<file path="config.mk">
export PLATFORM = sky130hd
export DESIGN_NAME = hires_inductance_config_regs
export DESIGN_NICKNAME = d
export VERILOG_FILES = /design/src/hires_ind_pkg.sv /design/src/hires_conv_if.sv /design/src/hires_conv_engine.sv /design/src/hires_inductance_config_regs.sv
export SDC_FILE = /design/constraint.sdc
export NUM_CORES = 1
export LEC_CHECK = 0
export BUFFER_PORTS_ARGS = -buffer_cell sky130_fd_sc_hd__buf_2
export CORE_AREA = 2 2 147 149
export DETAILED_ROUTE_END_ITERATION = 16
export DIE_AREA = 0 0 149 151
export PLACE_DENSITY = 0.75
export SLEW_MARGIN = 20
export SYNTH_ARGS = -nofsm -noshare
export SYNTH_HDL_FRONTEND = slang
export SYNTH_SLANG_ARGS = --single-unit
</file>
<file path="constraint.sdc">
create_clock -name clk -period 2.3 [get_ports clk]
set_input_delay 0.23 -clock clk [delete_from_list [all_inputs] [get_ports clk]]
set_output_delay 0.23 -clock clk [all_outputs]
set_load 0.005 [all_outputs]
</file>
<file path="src/hires_ind_pkg.sv">
// Constants shared by the high-resolution inductance register block
`default_nettype none
package hires_ind_pkg;
	// Register addresses (7-bit address space)
	localparam logic [6:0] ADDR_RP_LOW      = 7'h21;
	localparam logic [6:0] ADDR_RP_HIGH     = 7'h22;
	localparam logic [6:0] ADDR_L_LOW       = 7'h23;
	localparam logic [6:0] ADDR_L_HIGH      = 7'h24;
	localparam logic [6:0] ADDR_REFCNT_LOW  = 7'h30;
	localparam logic [6:0] ADDR_REFCNT_HIGH = 7'h31;
	localparam logic [6:0] ADDR_OFFSET_LOW  = 7'h32;
	localparam logic [6:0] ADDR_OFFSET_HIGH = 7'h33;
	localparam logic [6:0] ADDR_SENSOR_CFG  = 7'h34;
	localparam logic [6:0] ADDR_HRES_LOW    = 7'h38;
	localparam logic [6:0] ADDR_HRES_MID    = 7'h39;
	localparam logic [6:0] ADDR_HRES_HIGH   = 7'h3A;

	localparam logic [7:0] REG_RESET        = 8'h00;
	localparam logic [7:0] UNMAPPED_READ    = 8'h00;

	// Serial frame: command byte (read flag, address) then one data byte
	localparam int         SPI_RW_BIT       = 7;
	localparam logic [4:0] SPI_CMD_LAST     = 5'h07;
	localparam logic [4:0] SPI_DATA_LAST    = 5'h0F;
	localparam logic [4:0] SPI_FRAME_BITS   = 5'h10;

	// Sensor divider field in the config byte
	localparam int         CFG_DIV_LSB      = 0;
	localparam int         CFG_DIV_MSB      = 1;

	// Conversion length = count * 16 + 55 reference periods
	localparam int         REFCNT_SHIFT     = 4;
	localparam logic [20:0] CONV_EXTRA      = 21'h000037;
	localparam logic [15:0] REFCNT_MIN      = 16'h0002;
	localparam logic [20:0] REMAIN_LAST     = 21'h000001;

	// Offset weight: offset sits on bits 23:8 of the result
	localparam int         OFFSET_SHIFT     = 8;
endpackage : hires_ind_pkg
`default_nettype wire

</file>
<file path="src/hires_conv_if.sv">
// Carrier between register logic and conversion engine
`timescale 1ns/10ps
`default_nettype none
interface hires_conv_if;
	logic [15:0] ref_count;
	logic [1:0]  div;
	logic        run;
	logic        done;
	logic [23:0] count;
	modport ctrl   (output ref_count, output div, output run, input done, input count);
	modport engine (input ref_count, input div, input run, output done, output count);
endinterface : hires_conv_if
`default_nettype wire

</file>
<file path="src/hires_conv_engine.sv">
// High-resolution conversion timer and divided sensor edge counter
`timescale 1ns/10ps
`default_nettype none
module hires_conv_engine (
	input  wire logic    clk,       // System clock
	input  wire logic    reset,     // Synchronous reset
	input  wire logic    ref_rise,  // Reference clock rising edge pulse
	input  wire logic    sens_rise, // Sensor clock rising edge pulse
	hires_conv_if.engine cv         // Config in, result out
);
	import hires_ind_pkg::*;

	typedef enum logic {IDLE, COUNT} eng_state_e;

	eng_state_e  state_q, state_d;
	logic [20:0] remain_q, remain_d;
	logic [20:0] limit_q, limit_d;
	logic [20:0] ticks_q, ticks_d;
	logic [2:0]  div_cnt_q, div_cnt_d;
	logic [23:0] edges_q, edges_d;
	logic [23:0] count_q, count_d;
	logic        done_q, done_d;
	logic [2:0]  div_mask;
	logic        edge_counted;

	assign cv.done  = done_q;
	assign cv.count = count_q;

	////////////////////////////////////////////////////////////////
	always_comb begin
		state_d   = state_q;
		remain_d  = remain_q;
		limit_d   = limit_q;
		ticks_d   = ticks_q;
		div_cnt_d = div_cnt_q;
		edges_d   = edges_q;
		count_d   = count_q;
		done_d    = 1'b0;
		// [RULE10] divide by 1,2,4,8
		div_mask     = 3'((4'h1 << cv.div) - 4'h1);
		edge_counted = 1'b0;
		unique case (state_q)
			IDLE: begin
				// Below the valid minimum the count would give a useless window
				if (cv.run && cv.ref_count >= REFCNT_MIN) begin
					// [RULE4] conversion length load
					limit_d   = 21'({cv.ref_count, {REFCNT_SHIFT{1'b0}}}) + CONV_EXTRA;
					remain_d  = 21'({cv.ref_count, {REFCNT_SHIFT{1'b0}}}) + CONV_EXTRA;
					ticks_d   = '0;
					div_cnt_d = '0;
					edges_d   = '0;
					state_d   = COUNT;
				end
			end
			COUNT: begin
				if (sens_rise) begin
					if (div_cnt_q == div_mask) begin
						div_cnt_d    = '0;
						edges_d      = edges_q + 24'h000001;
						edge_counted = 1'b1;
					end else begin
						div_cnt_d = div_cnt_q + 3'h1;
					end
				end
				if (!cv.run) begin
					state_d = IDLE;
				end else if (ref_rise) begin
					ticks_d = ticks_q + 21'h000001;
					// [RULE6] window ends after full count
					if (remain_q == REMAIN_LAST) begin
						count_d = edges_d;
						done_d  = 1'b1;
						state_d = IDLE;
					end else begin
						remain_d = remain_q - 21'h000001;
					end
				end
			end
		endcase
	end

	always_ff @(posedge clk) begin
		if (reset) begin
			state_q   <= IDLE;
			remain_q  <= '0;
			limit_q   <= '0;
			ticks_q   <= '0;
			div_cnt_q <= '0;
			edges_q   <= '0;
			count_q   <= '0;
			done_q    <= 1'b0;
		end else begin
			state_q   <= state_d;
			remain_q  <= remain_d;
			limit_q   <= limit_d;
			ticks_q   <= ticks_d;
			div_cnt_q <= div_cnt_d;
			edges_q   <= edges_d;
			count_q   <= count_d;
			done_q    <= done_d;
		end
	end

	////////////////////////////////////////////////////////////////
	a_conv_length_exact: assert property (@(posedge clk) disable iff (reset) // [RULE4]
		done_q |-> ticks_q == limit_q)
		else $error("Conversion did not last count*16+55 reference periods");

	a_conv_load_limit: assert property (@(posedge clk) disable iff (reset) // [RULE4]
		(state_q == IDLE && state_d == COUNT) |=> limit_q == 21'($past(cv.ref_count)) * 21'h000010 + 21'h000037)
		else $error("Conversion window loaded with wrong length");

	a_longer_count_longer: assert property (@(posedge clk) disable iff (reset) // [RULE6]
		done_q |-> ticks_q > 21'($past(cv.ref_count, 1)) * 21'h000010)
		else $error("Conversion shorter than sixteen periods per count");

	a_divider_ratio: assert property (@(posedge clk) disable iff (reset) // [RULE10]
		(state_q == COUNT && sens_rise && cv.run) |=> (edges_q != $past(edges_q)) == ($past(div_cnt_q) == $past(div_mask)))
		else $error("Sensor edge counted at wrong divider phase");
endmodule : hires_conv_engine
`default_nettype wire

</file>
<file path="src/hires_inductance_config_regs.sv">
// Register file, serial port and result handling for high-resolution inductance
//
// What this block does, and what the host must do
// [RULE1] Host reads resistance low byte before the standard inductance high byte.
// [RULE2] Address 0x24 returns standard inductance result bits 15:8, read-only.
// [RULE3] Reference count equals 256 times byte 0x31 plus byte 0x30.
// [RULE4] Conversion lasts count times 16 plus 55 reference clock periods.
// [RULE5] Host programs the reference count between 2 and 65535.
// [RULE6] Larger count gives longer conversion, slower rate, finer result.
// [RULE7] Bytes 0x33 and 0x32 form an offset applied to every hires result.
// [RULE8] Host writes both count bytes after reset before enabling conversions.
// [RULE9] Host reads hires result bytes low, middle, then high.
// [RULE10] Divider field divides sensor frequency by 1, 2, 4 or 8.
`timescale 1ns/10ps
`default_nettype none
module hires_inductance_config_regs (
	input  wire logic        clk,                   // System clock, 20 MHz
	input  wire logic        reset,                 // Synchronous reset, active high
	input  wire logic        spi_cs_n,              // Serial chip select, active low
	input  wire logic        spi_sclk,              // Serial clock pin
	input  wire logic        spi_mosi,              // Serial data in
	output logic             spi_miso,              // Serial data out
	output logic             spi_miso_oe,           // Data out enable
	input  wire logic        reference_clock_input, // Reference clock pin
	input  wire logic        sensor_clock,          // Sensor oscillation pin
	input  wire logic        conv_enable,           // Hires conversions enabled
	input  wire logic [15:0] rp_std_result,         // Live standard resistance result
	input  wire logic [15:0] l_std_result,          // Live standard inductance result
	output logic [23:0]      hires_inductance_result, // Offset-corrected hires result
	output logic             hires_result_valid     // One-cycle new result pulse
);
	import hires_ind_pkg::*;

	hires_conv_if cv ();

	// Pin synchronisers: stage 0 read only by stage 1
	logic [1:0] sclk_s_q, cs_s_q, mosi_s_q, ref_s_q, sens_s_q;
	logic       sclk_p_q, ref_p_q, sens_p_q;
	logic       sclk_rise, sclk_fall, ref_rise, sens_rise, cs_active;

	always_ff @(posedge clk) begin
		if (reset) begin
			sclk_s_q <= '0;
			cs_s_q   <= '1;
			mosi_s_q <= '0;
			ref_s_q  <= '0;
			sens_s_q <= '0;
			sclk_p_q <= 1'b0;
			ref_p_q  <= 1'b0;
			sens_p_q <= 1'b0;
		end else begin
			sclk_s_q <= {sclk_s_q[0], spi_sclk};
			cs_s_q   <= {cs_s_q[0], spi_cs_n};
			mosi_s_q <= {mosi_s_q[0], spi_mosi};
			ref_s_q  <= {ref_s_q[0], reference_clock_input};
			sens_s_q <= {sens_s_q[0], sensor_clock};
			sclk_p_q <= sclk_s_q[1];
			ref_p_q  <= ref_s_q[1];
			sens_p_q <= sens_s_q[1];
		end
	end

	assign sclk_rise = sclk_s_q[1] & ~sclk_p_q;
	assign sclk_fall = ~sclk_s_q[1] & sclk_p_q;
	assign ref_rise  = ref_s_q[1] & ~ref_p_q;
	assign sens_rise = sens_s_q[1] & ~sens_p_q;
	assign cs_active = ~cs_s_q[1];

	////////////////////////////////////////////////////////////////
	// Serial frame and register state
	logic [4:0]  bit_cnt_q, bit_cnt_d;
	logic [7:0]  shift_q, shift_d;
	logic [7:0]  cmd_q, cmd_d;
	logic [7:0]  tx_q, tx_d;
	logic        miso_q, miso_d;
	logic        miso_oe_q, miso_oe_d;
	logic [7:0]  rcnt_lo_q, rcnt_lo_d, rcnt_hi_q, rcnt_hi_d;
	logic [7:0]  off_lo_q, off_lo_d, off_hi_q, off_hi_d;
	logic [7:0]  cfg_q, cfg_d;
	logic [15:0] rp_sh_q, rp_sh_d, l_sh_q, l_sh_d;
	logic [23:0] hres_q, hres_d, hres_sh_q, hres_sh_d;
	logic        valid_q, valid_d;
	logic [7:0]  cmd_next;
	logic [7:0]  wr_byte;

	assign cv.ref_count = {rcnt_hi_q, rcnt_lo_q};
	assign cv.div       = cfg_q[CFG_DIV_MSB:CFG_DIV_LSB];
	assign cv.run       = conv_enable;

	always_comb begin
		bit_cnt_d = bit_cnt_q;
		shift_d   = shift_q;
		cmd_d     = cmd_q;
		tx_d      = tx_q;
		miso_d    = miso_q;
		miso_oe_d = miso_oe_q;
		rcnt_lo_d = rcnt_lo_q;
		rcnt_hi_d = rcnt_hi_q;
		off_lo_d  = off_lo_q;
		off_hi_d  = off_hi_q;
		cfg_d     = cfg_q;
		rp_sh_d   = rp_sh_q;
		l_sh_d    = l_sh_q;
		hres_d    = hres_q;
		hres_sh_d = hres_sh_q;
		valid_d   = 1'b0;
		cmd_next  = {shift_q[6:0], mosi_s_q[1]};
		wr_byte   = {shift_q[6:0], mosi_s_q[1]};
		// [RULE7] offset weighted onto bits 23:8
		if (cv.done) begin
			hres_d  = cv.count - (24'({off_hi_q, off_lo_q}) << OFFSET_SHIFT);
			valid_d = 1'b1;
		end
		if (!cs_active) begin
			bit_cnt_d = '0;
			miso_oe_d = 1'b0;
		end else if (sclk_rise && bit_cnt_q < SPI_FRAME_BITS) begin
			shift_d   = cmd_next;
			bit_cnt_d = bit_cnt_q + 5'h01;
			if (bit_cnt_q == SPI_CMD_LAST) begin
				cmd_d = cmd_next;
				tx_d  = UNMAPPED_READ;
				if (cmd_next[SPI_RW_BIT]) begin
					unique case (cmd_next[6:0])
						// [RULE1] low-byte read freezes the standard set
						ADDR_RP_LOW: begin
							tx_d    = rp_std_result[7:0];
							rp_sh_d = rp_std_result;
							l_sh_d  = l_std_result;
						end
						ADDR_RP_HIGH:     tx_d = rp_sh_q[15:8];
						ADDR_L_LOW:       tx_d = l_sh_q[7:0];
						// [RULE2] frozen inductance high byte
						ADDR_L_HIGH:      tx_d = l_sh_q[15:8];
						ADDR_REFCNT_LOW:  tx_d = rcnt_lo_q;
						ADDR_REFCNT_HIGH: tx_d = rcnt_hi_q;
						ADDR_OFFSET_LOW:  tx_d = off_lo_q;
						ADDR_OFFSET_HIGH: tx_d = off_hi_q;
						ADDR_SENSOR_CFG:  tx_d = cfg_q;
						// [RULE9] low-byte read freezes the hires set
						ADDR_HRES_LOW: begin
							tx_d      = hres_q[7:0];
							hres_sh_d = hres_q;
						end
						ADDR_HRES_MID:    tx_d = hres_sh_q[15:8];
						ADDR_HRES_HIGH:   tx_d = hres_sh_q[23:16];
						default:          tx_d = UNMAPPED_READ;
					endcase
				end
			end
			if (bit_cnt_q == SPI_DATA_LAST && !cmd_q[SPI_RW_BIT]) begin
				// [RULE3] count bytes stored separately
				unique case (cmd_q[6:0])
					ADDR_REFCNT_LOW:  rcnt_lo_d = wr_byte;
					ADDR_REFCNT_HIGH: rcnt_hi_d = wr_byte;
					ADDR_OFFSET_LOW:  off_lo_d  = wr_byte;
					ADDR_OFFSET_HIGH: off_hi_d  = wr_byte;
					ADDR_SENSOR_CFG:  cfg_d     = wr_byte;
					default:          cfg_d     = cfg_q;
				endcase
			end
		end else if (sclk_fall && bit_cnt_q > SPI_CMD_LAST && bit_cnt_q < SPI_FRAME_BITS
			&& cmd_q[SPI_RW_BIT]) begin
			miso_d    = tx_q[7];
			tx_d      = {tx_q[6:0], 1'b0};
			miso_oe_d = 1'b1;
		end
	end

	always_ff @(posedge clk) begin
		if (reset) begin
			bit_cnt_q <= '0;
			shift_q   <= REG_RESET;
			cmd_q     <= REG_RESET;
			tx_q      <= REG_RESET;
			miso_q    <= 1'b0;
			miso_oe_q <= 1'b0;
			rcnt_lo_q <= REG_RESET;
			rcnt_hi_q <= REG_RESET;
			off_lo_q  <= REG_RESET;
			off_hi_q  <= REG_RESET;
			cfg_q     <= REG_RESET;
			rp_sh_q   <= '0;
			l_sh_q    <= '0;
			hres_q    <= '0;
			hres_sh_q <= '0;
			valid_q   <= 1'b0;
		end else begin
			bit_cnt_q <= bit_cnt_d;
			shift_q   <= shift_d;
			cmd_q     <= cmd_d;
			tx_q      <= tx_d;
			miso_q    <= miso_d;
			miso_oe_q <= miso_oe_d;
			rcnt_lo_q <= rcnt_lo_d;
			rcnt_hi_q <= rcnt_hi_d;
			off_lo_q  <= off_lo_d;
			off_hi_q  <= off_hi_d;
			cfg_q     <= cfg_d;
			rp_sh_q   <= rp_sh_d;
			l_sh_q    <= l_sh_d;
			hres_q    <= hres_d;
			hres_sh_q <= hres_sh_d;
			valid_q   <= valid_d;
		end
	end

	assign spi_miso                = miso_q;
	assign spi_miso_oe             = miso_oe_q;
	assign hires_inductance_result = hres_q;
	assign hires_result_valid      = valid_q;

	hires_conv_engine u_engine (
		.clk       (clk),
		.reset     (reset),
		.ref_rise  (ref_rise),
		.sens_rise (sens_rise),
		.cv        (cv.engine)
	);

	////////////////////////////////////////////////////////////////
	a_l_high_byte: assert property (@(posedge clk) disable iff (reset) // [RULE2]
		(cs_active && sclk_rise && bit_cnt_q == 5'h07 && cmd_next == 8'hA4) |=> tx_q == l_sh_q[15:8])
		else $error("Inductance high byte not taken from frozen result");

	a_l_freeze_set: assert property (@(posedge clk) disable iff (reset) // [RULE1]
		(cs_active && sclk_rise && bit_cnt_q == 5'h07 && cmd_next == 8'hA1) |=> l_sh_q == $past(l_std_result))
		else $error("Standard result set not frozen on low byte read");

	a_count_high_write: assert property (@(posedge clk) disable iff (reset) // [RULE3]
		(cs_active && sclk_rise && bit_cnt_q == 5'h0F && cmd_q == 8'h31)
		|=> cv.ref_count[15:8] == $past(wr_byte) && cv.ref_count[7:0] == $past(rcnt_lo_q))
		else $error("Reference count high byte not placed at bits 15:8");

	a_offset_applied: assert property (@(posedge clk) disable iff (reset) // [RULE7]
		cv.done |=> hires_inductance_result == $past(cv.count) - {$past(off_hi_q), $past(off_lo_q), 8'h00}
		&& hires_result_valid)
		else $error("Hires result not corrected by offset");
endmodule : hires_inductance_config_regs
`default_nettype wire

</file>
## Word level (Yosys, flattened, before mapping)

Index checks and enable logic that the tools add are counted.

- Register bits: 238
- Output and inout bits: 27
- Word-level logic and storage cells: 131

- $add $sub $neg: 7
- Order comparisons: 3
- Equality and inequality tests: 27
- Shift-type cells: 1
- Mux-type cells: 25
- Bitwise gates (word level): 13
- Reduce and logical (&&, ||, !) cells: 25

Operators with widths:

| kind | count |
|---|---|
| 7-bit by 6-bit equality test with 1-bit output (second input constant) | 17 |
| 8-bit case mux with 12 select lines | 1 |
| 21-bit two-way mux | 4 |
| 24-bit two-way mux | 3 |
| 24-bit case mux with 2 select lines | 1 |
| 21-bit case mux with 2 select lines | 1 |
| 8-bit two-way mux | 4 |
| 4-bit AND reduction | 7 |
| 24-bit by 1-bit adder with 24-bit output (second input constant) | 1 |
| 24-bit subtractor | 1 |
| 20-bit by 6-bit adder with 21-bit output (second input constant) | 1 |
| 21-bit by 1-bit equality test with 1-bit output (second input constant) | 1 |
| 21-bit by 1-bit subtractor with 21-bit output (second input constant) | 1 |
| 16-bit by 2-bit greater-or-equal comparator with 1-bit output (second input constant) | 1 |
| 5-bit AND reduction | 2 |
| 3-bit two-way mux | 3 |
| 1-bit NOT | 9 |
| 3-bit AND reduction | 3 |
| 2-bit != test (second input constant) | 4 |
| 1-bit logical AND | 6 |
| 1-bit two-way mux | 6 |
| 3-bit case mux with 2 select lines | 1 |
| 2-bit AND reduction | 3 |
| 5-bit by 1-bit adder with 5-bit output (second input constant) | 1 |
| 15 further kinds | 19 |

## Longest topological paths before layout

- Depth in word-level cells: 7
- Gate-level depth with buffers: 11
- Mapped depth without buffers: 9

## By module

From an unflattened synthesis, not the netlist that was laid out.

- Cell total of the unflattened synthesis: 1350
- Area total of the unflattened synthesis: 11444.7 µm²

Modules (own cells, without submodules):

| module | times used | cells each | area each (µm²) |
|---|---|---|---|
| hires_inductance_config_regs | 1 | 817 | 6970.4 |
| hires_conv_engine | 1 | 533 | 4474.3 |

## Worst setup path before layout

OpenSTA, ideal clock, no wires.

- Path type: register -> register
- Start point: register u_engine.remain_q[0]
- End point: register u_engine.remain_q[16]
- Library setup time: 0.132 ns
- Arrival: 2.135 ns
- Data required time: 2.168 ns
- Setup slack: 0.033 ns
- Stages on the path, launching flop included: 10
- Buffers on the path: 2
- Clock period less this slack: 2.267 ns
- Cells stage by stage: dfxtp_1 -> ha_1 -> or4b_2 -> nor4_2 -> a21oi_2 -> or2_1 -> clkbuf_1 -> buf_2 -> o211ai_1 -> a21oi_1

- Word-level cells in the longest chain between the ends: 5
- Elaborated cells between the ends (all ways): 8
- Those cells by class: add/sub: 1; eq/ne: 2; mux: 4; reduce/logical: 1

Ends and longest elaborated chain:

| element | line | source |
|---|---|---|
| start, declared | hires_conv_engine.sv:16 | `logic [20:0] remain_q, remain_d;` |
| start signal, assigned | hires_conv_engine.sv:94 | `remain_q <= remain_d;` |
| 21-bit by 1-bit subtractor with 21-bit output | hires_conv_engine.sv:75 | `remain_d = remain_q - 21'h000001;` |
| 21-bit two-way mux | hires_conv_engine.sv:70 | `if (remain_q == REMAIN_LAST) begin` |
| 21-bit two-way mux | hires_conv_engine.sv:67 | `end else if (ref_rise) begin` |
| 21-bit two-way mux | hires_conv_engine.sv:65 | `if (!cv.run) begin` |
| 21-bit case mux with 2 select lines | hires_conv_engine.sv:42 | `unique case (state_q)` |

Several ways; a longest one is shown, not always the timed one. The select of a mux whose other input is x is not followed.
A chain may end at the register's enable or synchronous reset.

## Final worst setup path

- Start point: register bit_cnt_q[1]
- End point: register hres_sh_q[9]

- Word-level cells in the longest chain between the ends: 3
- Elaborated cells between the ends (all ways): 4
- Those cells by class: order compare: 1; eq/ne: 1; reduce/logical: 2

Ends and longest elaborated chain:

| element | line | source |
|---|---|---|
| start, declared | hires_inductance_config_regs.sv:71 | `logic [4:0] bit_cnt_q, bit_cnt_d;` |
| start signal, assigned | hires_inductance_config_regs.sv:189 | `bit_cnt_q <= bit_cnt_d;` |
| 5-bit < comparator | hires_inductance_config_regs.sv:117 | `end else if (sclk_rise && bit_cnt_q < SPI_FRAME_BITS) begin` |
| 1-bit logical AND | hires_inductance_config_regs.sv:117 |  |
| 5-bit AND reduction (no line) * | - |  |
| end signal, assigned | hires_inductance_config_regs.sv:203 | `hres_sh_q <= hres_sh_d;` |
| end, declared | hires_inductance_config_regs.sv:81 | `logic [23:0] hres_q, hres_d, hres_sh_q, hres_sh_d;` |

Every way passes the cells marked *; elsewhere a longest branch is shown, timed or not.

==> run_summary.xml <==
<?xml version="1.0" encoding="UTF-8"?>
<metrics>
  <group name="floorplan">
    <metric name="die_area" unit="um2">22500</metric>
    <metric name="die_h" unit="um">151</metric>
    <metric name="floorplan.rows" unit="">53</metric>
    <metric name="initial_core_util" unit="%">54.3</metric>
    <metric name="die_w" unit="um">149</metric>
    <metric name="design.portCount" unit="">67</metric>
    <metric name="core_area" unit="um2">20800</metric>
  </group>
  <group name="synth">
    <metric name="yosys.cell_types.count" unit="">88</metric>
    <metric name="async_flop_share" unit="%">0</metric>
    <metric name="syn-instance-count" unit="">1338</metric>
    <metric name="syn-cell-area" unit="um2">11300</metric>
    <metric name="part_of_the_yosys_area_used_for_sequential_elements" unit="%">39.3</metric>
    <metric name="synth_nets" unit="">1402</metric>
    <metric name="avgSynthCellArea" unit="um2">8.45</metric>
    <metric name="synth_edf_count" unit="">0</metric>
    <metric name="yosysWarnings" unit="">0</metric>
    <metric name="ys_seq_elements" unit="">222</metric>
    <metric name="ys.flop_type" unit="">dfxtp_1</metric>
  </group>
  <group name="critical_path">
    <metric name="worst-endpoint-required" unit="ns">2.69</metric>
    <metric name="setup.worst_path.start_class" unit="">flip-flop</metric>
    <metric name="critical_path.slowest_cell" unit="">dfxtp_1</metric>
    <metric name="crit_path_max_incr_delay" unit="ns">0.37</metric>
    <metric name="worstPathCellList" unit="">ha_2 &gt; nand2_1 &gt; or2_2 &gt; a21o_4 &gt; nor4_4 &gt; buf_4 &gt; buf_12 &gt; mux2i_1 &gt; nor2_1</metric>
    <metric name="critPathMaxFanout" unit="">7</metric>
    <metric name="worst_setup_path_end_kind" unit="">flip-flop</metric>
    <metric name="criticalPathCategory" unit="">flip-flop to flip-flop</metric>
    <metric name="worst_ep_arrival_time" unit="ns">2.63</metric>
  </group>
  <group name="timing">
    <metric name="setup_viol_count_final" unit="">0</metric>
    <metric name="maxSlewHeadroom" unit="%">25.4</metric>
    <metric name="clock.fmax" unit="MHz">446</metric>
    <metric name="tightestPinTransition" unit="ns">1.12</metric>
    <metric name="report.final.hold_viol_count" unit="">0</metric>
    <metric name="timing.final.crit_period" unit="ns">2.24</metric>
    <metric name="final.setup.tns" unit="ns">0</metric>
    <metric name="slew_viol_final" unit="">0</metric>
    <metric name="post-route-period-util" unit="%">97.4</metric>
    <metric name="fin_skew" unit="ns">0.0161</metric>
  </group>
  <group name="power">
    <metric name="p_leak" unit="nW">5.19</metric>
    <metric name="p_per_area" unit="nW/um2">589</metric>
    <metric name="worst_ir_drop_vdd" unit="V">0.000571</metric>
  </group>
  <group name="detailed_routing">
    <metric name="detail-route-antenna-nets" unit="">0</metric>
    <metric name="drt-pass1-iter-count" unit="">5</metric>
    <metric name="routedWlPerCell" unit="um">18.6</metric>
    <metric name="drcViolationCount" unit="">0</metric>
    <metric name="dr.first_iter.drc_count" unit="">934</metric>
    <metric name="postRouteWirelength" unit="mm">32.9</metric>
    <metric name="route.vias.total" unit="">10592</metric>
    <metric name="viasPerCell" unit="">5.98</metric>
  </group>
  <group name="clock_tree">
    <metric name="worst_skew_pair.late_latency" unit="ns">0.52</metric>
    <metric name="clock-sinks" unit="">222</metric>
    <metric name="clock_tree_from_tritoncts" unit="">done</metric>
    <metric name="clockBufferDepth" unit="">3</metric>
    <metric name="clock_tree.htree_level_count" unit="">1</metric>
    <metric name="clk_pin_slew_worst_paths" unit="ns">0.06</metric>
    <metric name="clockRootBuffer" unit="">clkbuf_16</metric>
    <metric name="tritoncts.num_buffers" unit="">24</metric>
  </group>
  <group name="global_route">
    <metric name="grt_first_pass_wirelength" unit="mm">50.9</metric>
    <metric name="number_of_global_route_vias_before_repair" unit="">9744</metric>
    <metric name="antenna_found_initial" unit="">0</metric>
    <metric name="grt.overflow.total" unit="">0</metric>
    <metric name="grt.met3_usage" unit="%">3.07</metric>
    <metric name="grt_use_met1" unit="%">37.0</metric>
    <metric name="grt_most_used_layer" unit="">met2</metric>
    <metric name="grt_util_met2" unit="%">48.7</metric>
    <metric name="global_route.usage.total" unit="%">28.0</metric>
    <metric name="grt_start_max_net_pins" unit="">67</metric>
  </group>
  <group name="run">
    <metric name="drv_cap" unit="">0</metric>
  </group>
  <group name="finish">
    <metric name="fin_nets" unit="">1542</metric>
    <metric name="drive_above_1_share" unit="%">18.3</metric>
    <metric name="final-instance-count-excl-fill" unit="">1770</metric>
    <metric name="layout.cells.most_common_list" unit="">221 x dfxtp_1, 151 x nor2_1, 132 x nand2_1, 99 x a21oi_1, 98 x buf_4</metric>
    <metric name="diodes" unit="">0</metric>
    <metric name="postLayoutCoreUtil" unit="%">66.1</metric>
    <metric name="commonest_non_fill_non_tap_cell_in_the_layout" unit="">dfxtp_1</metric>
    <metric name="post_synthesis_to_final_layout_area_growth" unit="%">21.8</metric>
    <metric name="nFillCells" unit="">1658</metric>
  </group>
  <group name="placement">
    <metric name="globalplace.congestion" unit="">0.936</metric>
    <metric name="dp_hpwl" unit="mm">22.6</metric>
    <metric name="placement.io_buffers" unit="">66</metric>
    <metric name="dp.cells" unit="">1684</metric>
  </group>
  <group name="worst_hold_path">
    <metric name="min_path_type" unit="">primary input to flip-flop</metric>
  </group>
  <group name="run_status">
    <metric name="run_status" unit="">complete, no violations</metric>
  </group>
</metrics>
-- logic make-up after synthesis --
| family | count (synthesis) | synth area share (%) |
|---|---|---|
| simple gates | 497 | 22.2 |
| compound gates | 326 | 18.9 |
| flops | 222 | 39.3 |
| buf+inv | 127 | 4.56 |
| mux | 91 | 8.32 |
| xor+xnor | 51 | 3.95 |
| fa+ha+maj | 24 | 2.72 |
-- where the power goes --
group          total [mW]  switching [mW]  leakage (nW)  internal [mW]
combinational       0.219           0.120          3.00         0.0991
clock                4.02            1.59         0.398           2.44
sequential           3.86         0.00806          1.79           3.85
total                8.10            1.72          5.19           6.39
-- through the flow --
step,total power [mW],hold slack [ns],cell area [um2],setup WS (ns)
after detailed placement,4.13,0.426,12400,0.000762
after CTS,8.14,0.0335,13500,0.00523
after global placement,4.12,0.394,12400,0.0213
after floorplan,4.04,0.334,11300,0.0330
final,8.10,0.0547,13800,0.0599
after global routing,8.31,0.0789,13800,-0.0504
-- Yosys cell counts (5+ instances only) --
master | count | area [um2]
or2_2 | 7 | 43.8
dfxtp_1 | 222 | 4440
nand2b_1 | 11 | 68.8
nand4b_1 | 5 | 43.8
clkbuf_1 | 65 | 244
nor2_1 | 153 | 574
ha_1 | 23 | 288
o31ai_1 | 13 | 97.6
buf_1 | 8 | 30.0
inv_1 | 35 | 131
a21oi_1 | 100 | 500
xor2_1 | 23 | 201
nor2b_1 | 22 | 138
o21ai_0 | 49 | 245
and2_1 | 8 | 50.1
nand3b_1 | 7 | 52.6
a221oi_1 | 8 | 70.1
nand3_1 | 33 | 165
xnor2_1 | 28 | 245
a22oi_1 | 14 | 105
a21o_1 | 11 | 82.6
buf_2 | 16 | 80.1
nor4_1 | 10 | 62.6
nand2_1 | 132 | 495
o211ai_1 | 9 | 67.6
a311oi_1 | 5 | 43.8
a32oi_1 | 6 | 52.6
o21a_1 | 7 | 52.6
and4_1 | 6 | 52.6
and3_1 | 16 | 100
mux2i_1 | 85 | 851
nand4_1 | 7 | 43.8
a211oi_1 | 35 | 263
nor3_1 | 31 | 155
a31oi_1 | 14 | 87.6
o22ai_1 | 17 | 106
or3_1 | 13 | 81.3
-- path summary, 6_finish.rpt --
path	startpoint	endpoint	slack (ns)	depth (start not counted)
hold reg to reg	sens_s_q[0]	sens_s_q[1]	0.44	1
hold / removal	conv_enable	u_engine.state_q	0.05	3
setup reg to reg	bit_cnt_q[1]	hres_sh_q[9]	0.06	9
setup / recovery	bit_cnt_q[1]	hres_sh_q[9]	0.06	9
-- critical path: cells and delay by family, from the launching register on --
family                     cells  cell delay, ns
DFF                            1            0.37
muxes                          1            0.19
and+or+nand+nor                4            0.73
AOI/OAI and AO/OA              1            0.26
adders and majority gates      1            0.22
buffers and inverters          2            0.32
-- flip-flops by register name, summed over array words and instances (netlist names), 7 cells and up --
register and count:
hires_inductance_result 24, u_engine.remain_q 21, u_engine.edges_q 24, cmd_q 8, rcnt_lo_q 8, u_engine.cv.count 24
rp_sh_q 8, cfg_q 8, l_sh_q 16, hres_sh_q 16, off_hi_q 8, shift_q 7
rcnt_hi_q 8, tx_q 8, off_lo_q 8
-- what timing repair did --
action / 4_1_cts / 5_1_grt
pin swaps: 0 / 7
hold buffers: 29 / 0
endpoints found under the hold margin: 29 / 0
buffers inserted: 0 / 12
setup endpoints to repair: 1 / 37
gates cloned: 0 / 2
gates resized for setup: 1 / 21
-- area by class of cell --
type	count	area (um2)	area share, %
Tap cell	275	344	2.50
Multi-Input combinational cell	989	6440	46.8
Sequential cell	222	4450	32.3
Timing Repair Buffer	206	1590	11.5
Clock inverter	5	80.1	0.582
Inverter	35	131	0.954
Clock buffer	38	744	5.41
-- metal layers --
metal	vias up	part of all wire, %
met5	-	0
met4	0	2.4
met3	56	6.1
li1	5095	-
met1	5039	43
met2	402	48
Power figures use the tool's default switching activity.
